<file path="src/design/pwl_consts.vh">
/*
 * Constants for the page write, page program and lock byte command block.
 * Assumes a 50 MHz system clock; times are given in nanoseconds.
 */
`ifndef PWL_CONSTS_VH
`define PWL_CONSTS_VH

`define PWL_CMD_WREN      8'h06
`define PWL_CMD_WRDI      8'h04
`define PWL_CMD_PAGE_WR   8'h0A
`define PWL_CMD_PAGE_PROG 8'h02
`define PWL_CMD_LOCK_WR   8'hE5

`define PWL_CLK_NS        20
`define PWL_PW_TIME_NS    11000000
`define PWL_PP_TIME_NS    800000
`define PWL_PW_CYCLES     (`PWL_PW_TIME_NS / `PWL_CLK_NS)
`define PWL_PP_CYCLES     (`PWL_PP_TIME_NS / `PWL_CLK_NS)

`define PWL_LOCK_GUARD_BIT   0
`define PWL_LOCK_FREEZE_BIT  1
`define PWL_LOCK_SGUARD_BIT  2
`define PWL_LOCK_SFREEZE_BIT 3
`define PWL_LOCK_SUB_BIT  7

`define PWL_PAGE_BYTES    256
`define PWL_SECTORS       32

`endif

</file>
<file path="src/design/pwl_core.v">
/*
 * Command sequencer for page write, page program and lock byte write
 * inside a serial flash, with the page array and sector lock bytes.
 * Assumes the host drives chip select, serial clock and serial input
 * in SPI mode 0 and that the serial clock is well below clk / 6.
 */
`timescale 1ns/1ns
`include "pwl_consts.vh"

// Overview of operation
// - Page write needs write latch set first
// - Page write replaces sent bytes, keeps unsent bytes
// - Data past page end wraps to start
// - Only last 256 bytes are programmed
// - Deselect off a byte boundary aborts command
// - Deselect starts cycle; busy flag; latch clears
// - Page program only clears bits, timed
// - Page write refused on protected page
// - Page program refused on hardware protection
// - Program commands rejected while cycle runs
// - Reset pin low aborts running cycle
// - Top three address bits ignored
// - Lock write needs enable and one byte
// - Lock write needs exact byte boundary
// - Lock bits volatile; latch clears at once
// - Lock write rejected while cycle runs
// - Lock byte: b1 freeze, b0 guard
// - Legacy end sectors: b7 selects subsector bits
// - Sector freeze forces subsector freeze
// - Sector guard forces subsector guards set
// - Guard clear clears unfrozen subsector guards
// - Frozen sector refuses lock changes
// - Guarded sector refuses writes
module pwl_core #(
  parameter ADDR_W      = 21,
  parameter SECT_W      = 5,
  parameter MEM_BYTES   = 2097152,
  parameter PW_CYCLES   = `PWL_PW_CYCLES,
  parameter PP_CYCLES   = `PWL_PP_CYCLES,
  parameter LEGACY      = 0
) (
  clk,
  rst,
  chip_sel_n,
  serial_clk,
  serial_in_line,
  reset_pin_n,
  hw_protect,
  write_latch_flag,
  cycle_active_flag,
  lock_rd_sector,
  sector_lock_byte
);
  input  wire              clk;
  input  wire              rst;
  input  wire              chip_sel_n;
  input  wire              serial_clk;
  input  wire              serial_in_line;
  input  wire              reset_pin_n;
  input  wire              hw_protect;
  output reg               write_latch_flag;
  output reg               cycle_active_flag;
  input  wire [SECT_W-1:0] lock_rd_sector;
  output reg  [7:0]        sector_lock_byte;

  localparam ST_IDLE = 3'b001;
  localparam ST_LOAD = 3'b010;
  localparam ST_RUN  = 3'b100;

  wire cs_n;
  wire sck;
  wire sdi;
  wire rstp_n;

  // Select, clock and data share one synchroniser depth, so their order
  // is kept; the price is about four clocks of latency on every pin, which
  // is why the serial clock must stay well below clk / 6.
  pwl_sync u_cs  (.clk(clk), .rst(rst), .pin(chip_sel_n),
                  .level(cs_n));
  pwl_sync u_sck (.clk(clk), .rst(rst), .pin(serial_clk), .level(sck));
  pwl_sync u_sdi (.clk(clk), .rst(rst), .pin(serial_in_line),
                  .level(sdi));
  pwl_sync u_rst (.clk(clk), .rst(rst), .pin(reset_pin_n),
                  .level(rstp_n));

  // The array holds no erased image of its own; bytes never written read
  // as unknown in simulation.
  reg [7:0]  mem [0:MEM_BYTES-1];
  reg [7:0]  page_buf [0:`PWL_PAGE_BYTES-1];
  // A column mark per byte lets a short write leave the others alone.
  reg        page_hit [0:`PWL_PAGE_BYTES-1];
  reg [1:0]  lock_reg [0:`PWL_SECTORS-1];
  reg [1:0]  sub_lock [0:31];

  reg        sck_q;
  reg        cs_q;
  reg [2:0]  bit_cnt;
  reg [7:0]  shift;
  reg [2:0]  byte_no;
  reg [7:0]  cmd;
  reg [23:0] addr;
  reg [7:0]  col;
  reg        got_data;
  reg [7:0]  lock_data;
  reg [2:0]  state;
  reg        is_pw;
  reg [31:0] timer;
  reg        first_wr;

  // Legacy parts keep subsector locks in the first and last sectors only.
  function is_end_sector;
    input [SECT_W-1:0] s;
    begin
      is_end_sector = (s == {SECT_W{1'b0}}) || (s == {SECT_W{1'b1}});
    end
  endfunction

  // The sector guard is applied before the freeze, so a clear guard only
  // drops subsector guards that were not frozen beforehand.
  function [1:0] merge_sub;
    input [1:0] sub;
    input [1:0] sec;
    begin
      merge_sub = {sec[1] | sub[1], sec[0] | (sub[0] & sub[1])};
    end
  endfunction

  wire sck_rise = sck & ~sck_q;
  wire cs_rise  = cs_n & ~cs_q;
  wire [7:0] byte_in = {shift[6:0], sdi};
  // Top address bits are dropped, so the page base comes from low bits.
  wire [ADDR_W-1:0] page_base = {addr[ADDR_W-1:8], 8'h00};
  wire [SECT_W-1:0] sect = addr[ADDR_W-1:ADDR_W-SECT_W];
  wire [3:0] subs = addr[ADDR_W-SECT_W-1:ADDR_W-SECT_W-4];
  wire end_sect = is_end_sector(sect);
  wire sub_guard = LEGACY && end_sect && sub_lock[{sect[0], subs}][0];
  wire guarded = lock_reg[sect][0] | sub_guard;
  // A frame counts only if it ends on a byte boundary after a data byte.
  wire framed = (bit_cnt == 3'd0) && got_data;

  integer i;

  always @(posedge clk) begin
    if (rst) begin
      // Same level as the synchroniser's reset, so no false edge follows.
      sck_q <= 1'b1;
      cs_q  <= 1'b1;
      sector_lock_byte <= 8'h00;
    end else begin
      sck_q <= sck;
      cs_q  <= cs_n;
      // Only subsector 0 of an end sector is shown; other subsectors
      // would need a wider read address than this port carries.
      sector_lock_byte <= {4'h0,
        (LEGACY && is_end_sector(lock_rd_sector)) ?
         sub_lock[{lock_rd_sector[0], 4'h0}] : 2'b00,
        lock_reg[lock_rd_sector]};
    end
  end

  // Serial framing: command byte, three address bytes, then data bytes.
  always @(posedge clk) begin
    if (rst || cs_n) begin
      bit_cnt  <= 3'd0;
      byte_no  <= 3'd0;
      shift    <= 8'h00;
      got_data <= 1'b0;
    end else if (sck_rise) begin
      shift   <= byte_in;
      bit_cnt <= bit_cnt + 3'd1;
      if (bit_cnt == 3'd7) begin
        if (byte_no != 3'd4) begin
          byte_no <= byte_no + 3'd1;
        end
        if (byte_no == 3'd4) begin
          got_data <= 1'b1;
        end
      end
    end
  end

  always @(posedge clk) begin
    // The reset pin stops the sequencer but keeps the lock bits, which
    // only a power-up (rst) clears.
    if (rst || !rstp_n) begin
      state             <= ST_IDLE;
      write_latch_flag  <= 1'b0;
      cycle_active_flag <= 1'b0;
      cmd   <= 8'h00;
      addr  <= 24'h000000;
      col   <= 8'h00;
      is_pw <= 1'b0;
      timer <= 32'd0;
      first_wr  <= 1'b0;
      lock_data <= 8'h00;
      for (i = 0; i < `PWL_PAGE_BYTES; i = i + 1) begin
        page_hit[i] <= 1'b0;
      end
      if (rst) begin
        for (i = 0; i < `PWL_SECTORS; i = i + 1) begin
          lock_reg[i] <= 2'b00;
          sub_lock[i] <= 2'b00;
        end
      end
    end else begin
      case (state)
        ST_IDLE: begin
          if (!cs_n && sck_rise && bit_cnt == 3'd7) begin
            if (byte_no == 3'd0) begin
              cmd <= byte_in;
              for (i = 0; i < `PWL_PAGE_BYTES; i = i + 1) begin
                page_hit[i] <= 1'b0;
              end
            end else if (byte_no < 3'd4) begin
              addr <= {addr[15:0], byte_in};
              if (byte_no == 3'd3) begin
                col <= byte_in;
              end
            end else begin
              // Later bytes overwrite earlier ones at the same column.
              page_buf[col] <= byte_in;
              page_hit[col] <= 1'b1;
              col <= col + 8'd1;
              lock_data <= byte_in;
            end
          end
          if (cs_rise) begin
            // A frame of exactly one byte carries a latch command.
            if (byte_no == 3'd1 && bit_cnt == 3'd0) begin
              if (cmd == `PWL_CMD_WREN) begin
                write_latch_flag <= 1'b1;
              end else if (cmd == `PWL_CMD_WRDI) begin
                write_latch_flag <= 1'b0;
              end
            end else if ((cmd == `PWL_CMD_PAGE_WR ||
                          cmd == `PWL_CMD_PAGE_PROG) &&
                         framed && write_latch_flag) begin
              // Both commands honour the protect pin and the sector guard.
              if (!hw_protect && !guarded) begin
                state <= ST_RUN;
                cycle_active_flag <= 1'b1;
                is_pw <= (cmd == `PWL_CMD_PAGE_WR);
                timer <= (cmd == `PWL_CMD_PAGE_WR) ? PW_CYCLES : PP_CYCLES;
                first_wr <= 1'b1;
              end
            end else if (cmd == `PWL_CMD_LOCK_WR && framed &&
                         write_latch_flag) begin
              // The latch drops on every framed lock write, refused or not,
              // so a stale enable is never carried into the next command.
              write_latch_flag <= 1'b0;
              if (!lock_reg[sect][1]) begin
                if (LEGACY && end_sect &&
                    lock_data[`PWL_LOCK_SUB_BIT]) begin
                  if (!sub_lock[{sect[0], subs}][1]) begin
                    sub_lock[{sect[0], subs}] <= lock_data[3:2];
                  end
                end else begin
                  lock_reg[sect] <= lock_data[1:0];
                  if (LEGACY && end_sect) begin
                    for (i = 0; i < 16; i = i + 1) begin
                      sub_lock[{sect[0], i[3:0]}] <= merge_sub(
                        sub_lock[{sect[0], i[3:0]}],
                        lock_data[1:0]);
                    end
                  end
                end
              end
            end
          end
        end
        ST_RUN: begin
          // Frames during the cycle are ignored, so rejection is silent.
          // The page is updated in the first run cycle and the rest only
          // times the cycle, so an abort by the reset pin may leave new
          // data in place, a corruption that the device is allowed.
          if (first_wr) begin
            first_wr <= 1'b0;
            for (i = 0; i < `PWL_PAGE_BYTES; i = i + 1) begin
              if (page_hit[i]) begin
                mem[page_base + i[ADDR_W-1:0]] <=
                  is_pw ? page_buf[i] :
                  (mem[page_base + i[ADDR_W-1:0]] & page_buf[i]);
              end
            end
            write_latch_flag <= 1'b0;
          end
          // Counting down from the full figure gives that many busy clocks.
          if (timer <= 32'd1) begin
            state <= ST_IDLE;
            cycle_active_flag <= 1'b0;
          end else begin
            timer <= timer - 32'd1;
          end
        end
        default: begin
          state <= ST_IDLE;
        end
      endcase
    end
  end
endmodule

</file>
<file path="src/design/pwl_sync.v">
/*
 * Three-stage synchroniser for pins from outside the clock domain.
 * A change counts once the second and third stages agree.
 */
`timescale 1ns/1ns
module pwl_sync (
  clk,
  rst,
  pin,
  level
);
  input  wire clk;
  input  wire rst;
  input  wire pin;
  output reg  level;

  reg s1;
  reg s2;
  reg s3;

  always @(posedge clk) begin
    if (rst) begin
      s1    <= 1'b1;
      s2    <= 1'b1;
      s3    <= 1'b1;
      level <= 1'b1;
    end else begin
      s1 <= pin;
      s2 <= s1;
      s3 <= s2;
      if (s2 == s3) begin
        level <= s3;
      end
    end
  end
endmodule

</file>
<file path="config.mk">
export PLATFORM = sky130hd
export DESIGN_NAME = pwl_core
export DESIGN_NICKNAME = d
export VERILOG_FILES = /design/src/design/pwl_core.v /design/src/design/pwl_sync.v
export VERILOG_INCLUDE_DIRS = /design/src /design/src/design
export SDC_FILE = /design/constraint.sdc
export NUM_CORES = 1
export LEC_CHECK = 0
export ABC_AREA = 1
export BUFFER_PORTS_ARGS = -buffer_cell sky130_fd_sc_hd__buf_2
export CORE_MARGIN = 4
export CORE_UTILIZATION = 40
export DETAILED_ROUTE_END_ITERATION = 8
export MAX_ROUTING_LAYER = met4
export PLACE_DENSITY_LB_ADDON = 0.15
export SYNTH_ARGS = -nofsm -noshare
export SYNTH_HDL_FRONTEND = slang
export SYNTH_SLANG_ARGS = --single-unit
</file>
<file path="constraint.sdc">
create_clock -name clk -period 2.35 [get_ports clk]
set_input_delay 0.47 -clock clk [delete_from_list [all_inputs] [get_ports clk]]
set_output_delay 0.47 -clock clk [all_outputs]
set_load 0.02 [all_outputs]
</file>
==> impl_metrics.env, run 1 <==
export IMPL_ys_warnings_count=0
export IMPL_fin_crit_ns=2.27
export IMPL_required_ns=2.49
export IMPL_wl_per_cell_um=15.5
export IMPL_die_x_um=157
export IMPL_grt_antenna_before_repair=0
export IMPL_postSynthCellCount=1211
export IMPL_cts_sinks=165
export IMPL_slew_viol_final=0
export IMPL_crit_family="simple AND/OR/NAND/NOR gates"
export IMPL_synth_most_common_cell="nor2_1"
export IMPL_io_pins=22
export IMPL_yosys_cell_types_count=38
export IMPL_largest_reg_flops=64
export IMPL_drt_wl_total_um=23800
export IMPL_grt_ovfl_total=0
export IMPL_die_area_um2=24500
export IMPL_synth_area_leaders="dfxtp_1, edfxtp_1, nor2_1"
export IMPL_clkLatencyLatePin_ns=0.43
export IMPL_nFillCells=2209
export IMPL_finalSetupViolations=0
export IMPL_area_delta_synth_final_pct=15.6
export IMPL_hold_path_class="input port to flip-flop"
export IMPL_start_util_pct=40.6
export IMPL_crit_slowest_cell="dfxtp_2"
export IMPL_setup_tns_ns=0
export IMPL_met1_usage_pct=25.9
export IMPL_grt_max_degree=40
export IMPL_whs_ns=0.220
export IMPL_drive_above_1_share_pct=13.3
export IMPL_cts_hold_buf=0
export IMPL_grtUsageTotal_pct=20.2
export IMPL_gr_usage_met3_pct=3.26
export IMPL_antennaDiodeCount=0
export IMPL_first_pass_iters=5
export IMPL_synth_edf_count=64
export IMPL_netlist_area_leader_share_pct=22.9
export IMPL_root_buffer="clkbuf_16"
export IMPL_worstMarginPinSlew_ns=0.602
export IMPL_avgViaCountPerCell=5.21
export IMPL_drv_cap=0
export IMPL_critPathMaxStageDelay_ns=0.33
export IMPL_die_h_um=157
export IMPL_drt_iter0_drc=568
export IMPL_min_period_over_period_pct=96.4
export IMPL_yosys_most_used_dff="dfxtp_1"
export IMPL_placed_area_um2=9340
export IMPL_cp_start_kind="flip-flop"
export IMPL_skew_ns=0.00937
export IMPL_async_reset_ff_share_pct=0
export IMPL_ys_seq_area_share_pct=44.7
export IMPL_crit_buf_inv=5
export IMPL_cp_arrival_ns=2.41
export IMPL_fp_row_count=54
export IMPL_cts_tree="built"
export IMPL_core_um2=21800
export IMPL_crit_fanout=8
export IMPL_busiest_layer="met2"
export IMPL_io_buffers=15
export IMPL_via_count=7984
export IMPL_p_per_area_nw_per_um2=610
export IMPL_nets=1260
export IMPL_crit_chain="inv_2 > ha_4 > inv_2 > nor2_4 > inv_2 > nor2_4 > nand3_2 > nor3_4 > nand2_2 > nor2_4 > buf_12 > clkbuf_16 > nand4_1 > nand2_1"
export IMPL_finalHoldViolations=0
export IMPL_crit_path_end_kind="flip-flop"
export IMPL_drc=0
export IMPL_finalNonFillerCells=1533
export IMPL_synth_area_um2=8820
export IMPL_outcome="completed"
export IMPL_grt_pass1_vias=7537
export IMPL_grt_pass1_wl_um=38500
export IMPL_dp_cells=1490
export IMPL_rsz0062_at_grt="true"
export IMPL_synth_area_leader_cell="dfxtp_1"
export IMPL_htree_levels=4
export IMPL_total_power_w=0.00622
export IMPL_routabilityCongestion=0.894
export IMPL_hpwl_um=15900
export IMPL_synth_seq_cells=165
export IMPL_fmax_mhz=441
export IMPL_clkTransAtPathRegs_ns=0.07
export IMPL_use_met2_pct=32.5
export IMPL_critPathKind="flip-flop to flip-flop"
export IMPL_numCtsBuffers=17
export IMPL_max_slew_margin_pct=59.7
export IMPL_syn_area_per_cell_um2=7.29
export IMPL_p_leak_nw=4.24
export IMPL_drtAntennaViolNets=0
export IMPL_clockBufferDepth=2
export IMPL_ys_top_cells_by_count="nor2_1, nand2_1, inv_1, o21ai_0, dfxtp_1"
export IMPL_finalInstanceArea_um2=10200
export IMPL_peakVddDrop_v=0.000469
[kinds of logic after synthesis]
| kind of cell | count (synthesis) | synth area share [%] |
|---|---|---|
| AO/OA/AOI/OAI | 194 | 12.2 |
| XOR/XNOR | 7 | 0.695 |
| adder cells (fa/ha/maj) | 8 | 1.13 |
| buffers and inverters | 216 | 10.5 |
| flip-flops | 165 | 44.7 |
| other | 1 | 0.0425 |
| AND/OR/NAND/NOR | 620 | 30.8 |
[where the power goes]
group,switching (W),internal [W],total [W]
sequential,0.0000400,0.00303,0.00307
clock,0.00130,0.00156,0.00286
combinational,0.000187,0.0000927,0.000280
[area by class of cell]
type                            instances  area, um2  share of cell area, %
Clock buffer                           17        425                   4.17
Multi-Input combinational cell        835       4080                   40.0
Clock inverter                         15        175                   1.72
Timing Repair Buffer                   77        676                   6.63
Sequential cell                       165       3950                   38.7
Tap cell                              280        350                   3.44
Inverter                              144        543                   5.33
[what timing repair did]
action	4_1_cts	5_1_grt
cloned	0	3
endpoints found under the setup margin	64	70
gates resized for setup	1	36
pin swaps	0	9
setup buffers	0	8
hold endpoints to repair	0	0
[through the flow]
step	util, %	worst slack (ns)
detailed placement	42.9	-0.0393
floorplan	-	0.418
global placement	42.9	-0.00212
CTS	45.7	0.0543
finish	46.9	0.0835
global route	46.9	-0.0672
[routing by layer]
metal  part of all wire, %  routed length, um  up-vias
li1                      -                  -     4049
met1                    46              10800     3678
met2                    47              11200      216
met3                   4.7               1120       41
met4                   2.5                585        0
met5                     0                  0        -
[cell usage in the layout (no fill, tap or decap), drive strengths merged]
cell | Yosys | final
a21oi | 56 | 56
nor2 | 227 | 227
nor4 | 3 | 3
a31oi | 3 | 3
clkbuf | 37 | 20
edfxtp | 64 | 64
a22oi | 1 | 1
xnor2 | 1 | 1
o211ai | 10 | 10
o41ai | 1 | 1
nand4 | 69 | 69
nand3 | 72 | 72
o31ai | 3 | 3
o21ai | 110 | 110
nand2 | 215 | 215
o221ai | 10 | 10
buf | 35 | 74
or2 | 13 | 13
conb | 1 | 6
inv | 143 | 152
ha | 8 | 8
nand3b | 2 | 2
xor2 | 6 | 6
bufinv | 0 | 2
dfxtp | 101 | 101
nor3 | 19 | 19
clkinv | 1 | 5
[final timing paths]
| check | depth (start not counted) | end | startpoint | slack [ns] |
|---|---|---|---|---|
| setup / recovery | 14 | lock_reg[9][0]$_SDFFCE_PN0P_ | bit_cnt[1]$_SDFFE_PP0P_ | 0.08 |
| hold / removal | 2 | u_sdi.s1$_SDFF_PP1_ | serial_in_line | 0.22 |
| setup reg to reg | 14 | lock_reg[9][0]$_SDFFCE_PN0P_ | bit_cnt[1]$_SDFFE_PP0P_ | 0.08 |
| hold reg to reg | 1 | u_rst.s2$_SDFF_PP1_ | u_rst.s1$_SDFF_PP1_ | 0.41 |
[worst reg2reg max path, delay by kind of cell (launching register included)]
kind,cells,cell delay (ns)
AND/OR/NAND/NOR,8,1.07
buffers and inverters,5,0.46
flip-flops,1,0.33
adder cells (fa/ha/maj),1,0.13
Power figures use the tool's default switching activity.
==> run 2, diff against run 1 <==
--- a/config.mk
+++ b/config.mk
@@ -8,7 +8,6 @@
 export LEC_CHECK = 0
 export ABC_AREA = 1
 export BUFFER_PORTS_ARGS = -buffer_cell sky130_fd_sc_hd__buf_2
-export CORE_MARGIN = 4
 export CORE_UTILIZATION = 40
 export DETAILED_ROUTE_END_ITERATION = 8
 export MAX_ROUTING_LAYER = met4
==> run 2 against run 1 <==
  * Sequential power about the same
  * Non-clock buffer count rose by 8
  * Setup slack worse by 0.077 ns
  * First-iteration DRC count up 9.0%
  * Sequential cell count did not move
  * Maximum frequency decreased by 3.3%
  * Count of clock-buffer cells in the layout grew 1
  * Via count is 1.1% higher
  * Power down 0.83%
  * Sequential share of layout area is 0.12 points lower
  * Final cell count rose by 0.13%
==> impl_metrics.env, run 2 (synthesis results as in run 1) <==
export IMPL_io_buffers=15
export IMPL_grtUsageTotal_pct=22.7
export IMPL_regArea_um2=3950
export IMPL_fmax_mhz=427
export IMPL_critPathMaxStageDelay_ns=0.33
export IMPL_cp_arrival_ns=2.48
export IMPL_crit_family="simple AND/OR/NAND/NOR gates"
export IMPL_die_area_um2=22700
export IMPL_grt_pass1_vias=7651
export IMPL_grt_ovfl_total=0
export IMPL_core_um2=21400
export IMPL_max_slew_margin_pct=56.9
export IMPL_clkTransAtPathRegs_ns=0.07
export IMPL_p_leak_nw=4.26
export IMPL_grt_antenna_before_repair=0
export IMPL_whs_ns=0.217
export IMPL_multi_input_area_um2=4080
export IMPL_outcome="completed"
export IMPL_worstMarginPinSlew_ns=0.646
export IMPL_cts_tree="built"
export IMPL_nets=1268
export IMPL_reg2reg_slack_ns=0.007
export IMPL_critPathKind="flip-flop to flip-flop"
export IMPL_worstHoldPathCells=2
export IMPL_busiest_layer="met2"
export IMPL_finalHoldViolations=0
export IMPL_timing_rr_end="lock_reg[16][0]$_SDFFCE_PN0P_"
export IMPL_clkLatencyLatePin_ns=0.43
export IMPL_r2r_start="bit_cnt[1]$_SDFFE_PP0P_"
export IMPL_cp_startpoint="bit_cnt[1]$_SDFFE_PP0P_"
export IMPL_slew_viol_final=0
export IMPL_wl_per_cell_um=15.4
export IMPL_nFillCells=2189
export IMPL_p_per_area_nw_per_um2=603
export IMPL_gr_usage_met3_pct=4.12
export IMPL_io_pins=22
export IMPL_crit_fanout=10
export IMPL_peakVddDrop_v=0.000405
export IMPL_hpwl_um=15700
export IMPL_htree_levels=4
export IMPL_crit_buf_inv=5
export IMPL_antennaDiodeCount=0
export IMPL_drv_cap=0
export IMPL_total_power_w=0.00616
export IMPL_start_util_pct=41.3
export IMPL_crit_path_end_kind="flip-flop"
export IMPL_largest_reg_flops=64
export IMPL_area_delta_synth_final_pct=15.9
export IMPL_holdPathEnd="u_sck.s1$_SDFF_PP1_"
export IMPL_first_pass_iters=5
export IMPL_grt_pass1_wl_um=38800
export IMPL_hold_path_class="input port to flip-flop"
export IMPL_grt_max_degree=41
export IMPL_worstHoldStart="serial_clk"
export IMPL_clockBufferDepth=2
export IMPL_rsz0062_at_grt="true"
export IMPL_drt_wl_total_um=23600
export IMPL_root_buffer="clkbuf_16"
export IMPL_drive_above_1_share_pct=14.0
export IMPL_met1_usage_pct=28.3
export IMPL_final_util_pct=47.9
export IMPL_cts_sinks=165
export IMPL_drtAntennaViolNets=0
export IMPL_crit_chain="inv_2 > ha_4 > inv_2 > nor2_4 > inv_2 > nor2_4 > nand3_2 > nor3_4 > nand2_2 > nor2_4 > buf_12 > clkbuf_16 > nand4_1 > nand2_1"
export IMPL_die_h_um=151
export IMPL_crit_slowest_cell="dfxtp_2"
export IMPL_numCtsBuffers=17
export IMPL_finalSetupViolations=0
export IMPL_cp_start_kind="flip-flop"
export IMPL_fp_row_count=53
export IMPL_die_x_um=151
export IMPL_fin_crit_ns=2.34
export IMPL_use_met2_pct=37.1
export IMPL_drt_iter0_drc=619
export IMPL_routabilityCongestion=0.874
export IMPL_avgViaCountPerCell=5.26
export IMPL_skew_ns=0.0114
export IMPL_required_ns=2.49
export IMPL_min_period_over_period_pct=99.7
export IMPL_drc=0
export IMPL_worstRegToRegCells=14
export IMPL_layout_common_cells="nor2_1, nand2_1, inv_1, o21ai_0, dfxtp_1"
export IMPL_via_count=8069
export IMPL_final_common_cell="nor2_1"
run 2: worst max path at each step:
stage / end / slack [ns] / cells past startpoint
2_1_floorplan: lock_reg[10][0]$_SDFFCE_PN0P_ / 0.42 / 13
6_report: lock_reg[16][0]$_SDFFCE_PN0P_ / 0.007 / 14
5_1_grt: lock_reg[11][1]$_SDFFCE_PN0P_ / -0.10 / 14
3_5_place_dp: lock_reg[3][1]$_SDFFCE_PN0P_ / -0.18 / 13
3_3_place_gp: lock_reg[3][0]$_SDFFCE_PN0P_ / -0.16 / 13
4_1_cts: lock_reg[26][1]$_SDFFCE_PN0P_ / 0.02 / 13
run 2: worst register-to-register path: cells and delay by family (launching register included):
| kind | cells | cell delay (ns) |
|---|---|---|
| buffers and inverters | 5 | 0.47 |
| adders and majority gates | 1 | 0.13 |
| and+or+nand+nor | 8 | 1.13 |
| DFF | 1 | 0.33 |
run 2: metrics by stage:
stage	setup TNS, ns	instances	cell area [um2]	worst slack, ns
floorplan	0	1216	8840	0.418
CTS	0	1521	9950	0.0175
global placement	-7.34	1490	9360	-0.157
detailed placement	-8.67	1490	9360	-0.178
global route	-4.02	1535	10200	-0.101
finish	0	1535	10200	0.00659
run 2: area by class of cell:
class,count,area share (%)
Inverter,144,5.29
Tap cell,275,3.36
Timing Repair Buffer,85,7.16
Clock buffer,18,4.29
Clock inverter,13,1.38
Sequential cell,165,38.6
Multi-Input combinational cell,835,39.9
run 2: metal layers:
metal / wire length, um / vias up
met2: 11100 / 202
li1: - / 4069
met4: 472 / 0
met3: 1120 / 43
met5: 0 / -
met1: 10900 / 3755
run 2: timing repair:
action	CTS	global route
resized for setup	3	36
cloned	0	3
buffers inserted	0	11
pin swaps	0	10
endpoints found under the setup margin	91	126
hold buffers	0	0
run 2: power breakdown:
group          leakage (nW)  switching, W  internal, W  total, W
logic                  2.55      0.000187    0.0000947  0.000282
registers              1.42     0.0000383      0.00303   0.00307
clock network         0.291       0.00128      0.00153   0.00281
total                  4.26       0.00151      0.00465   0.00616
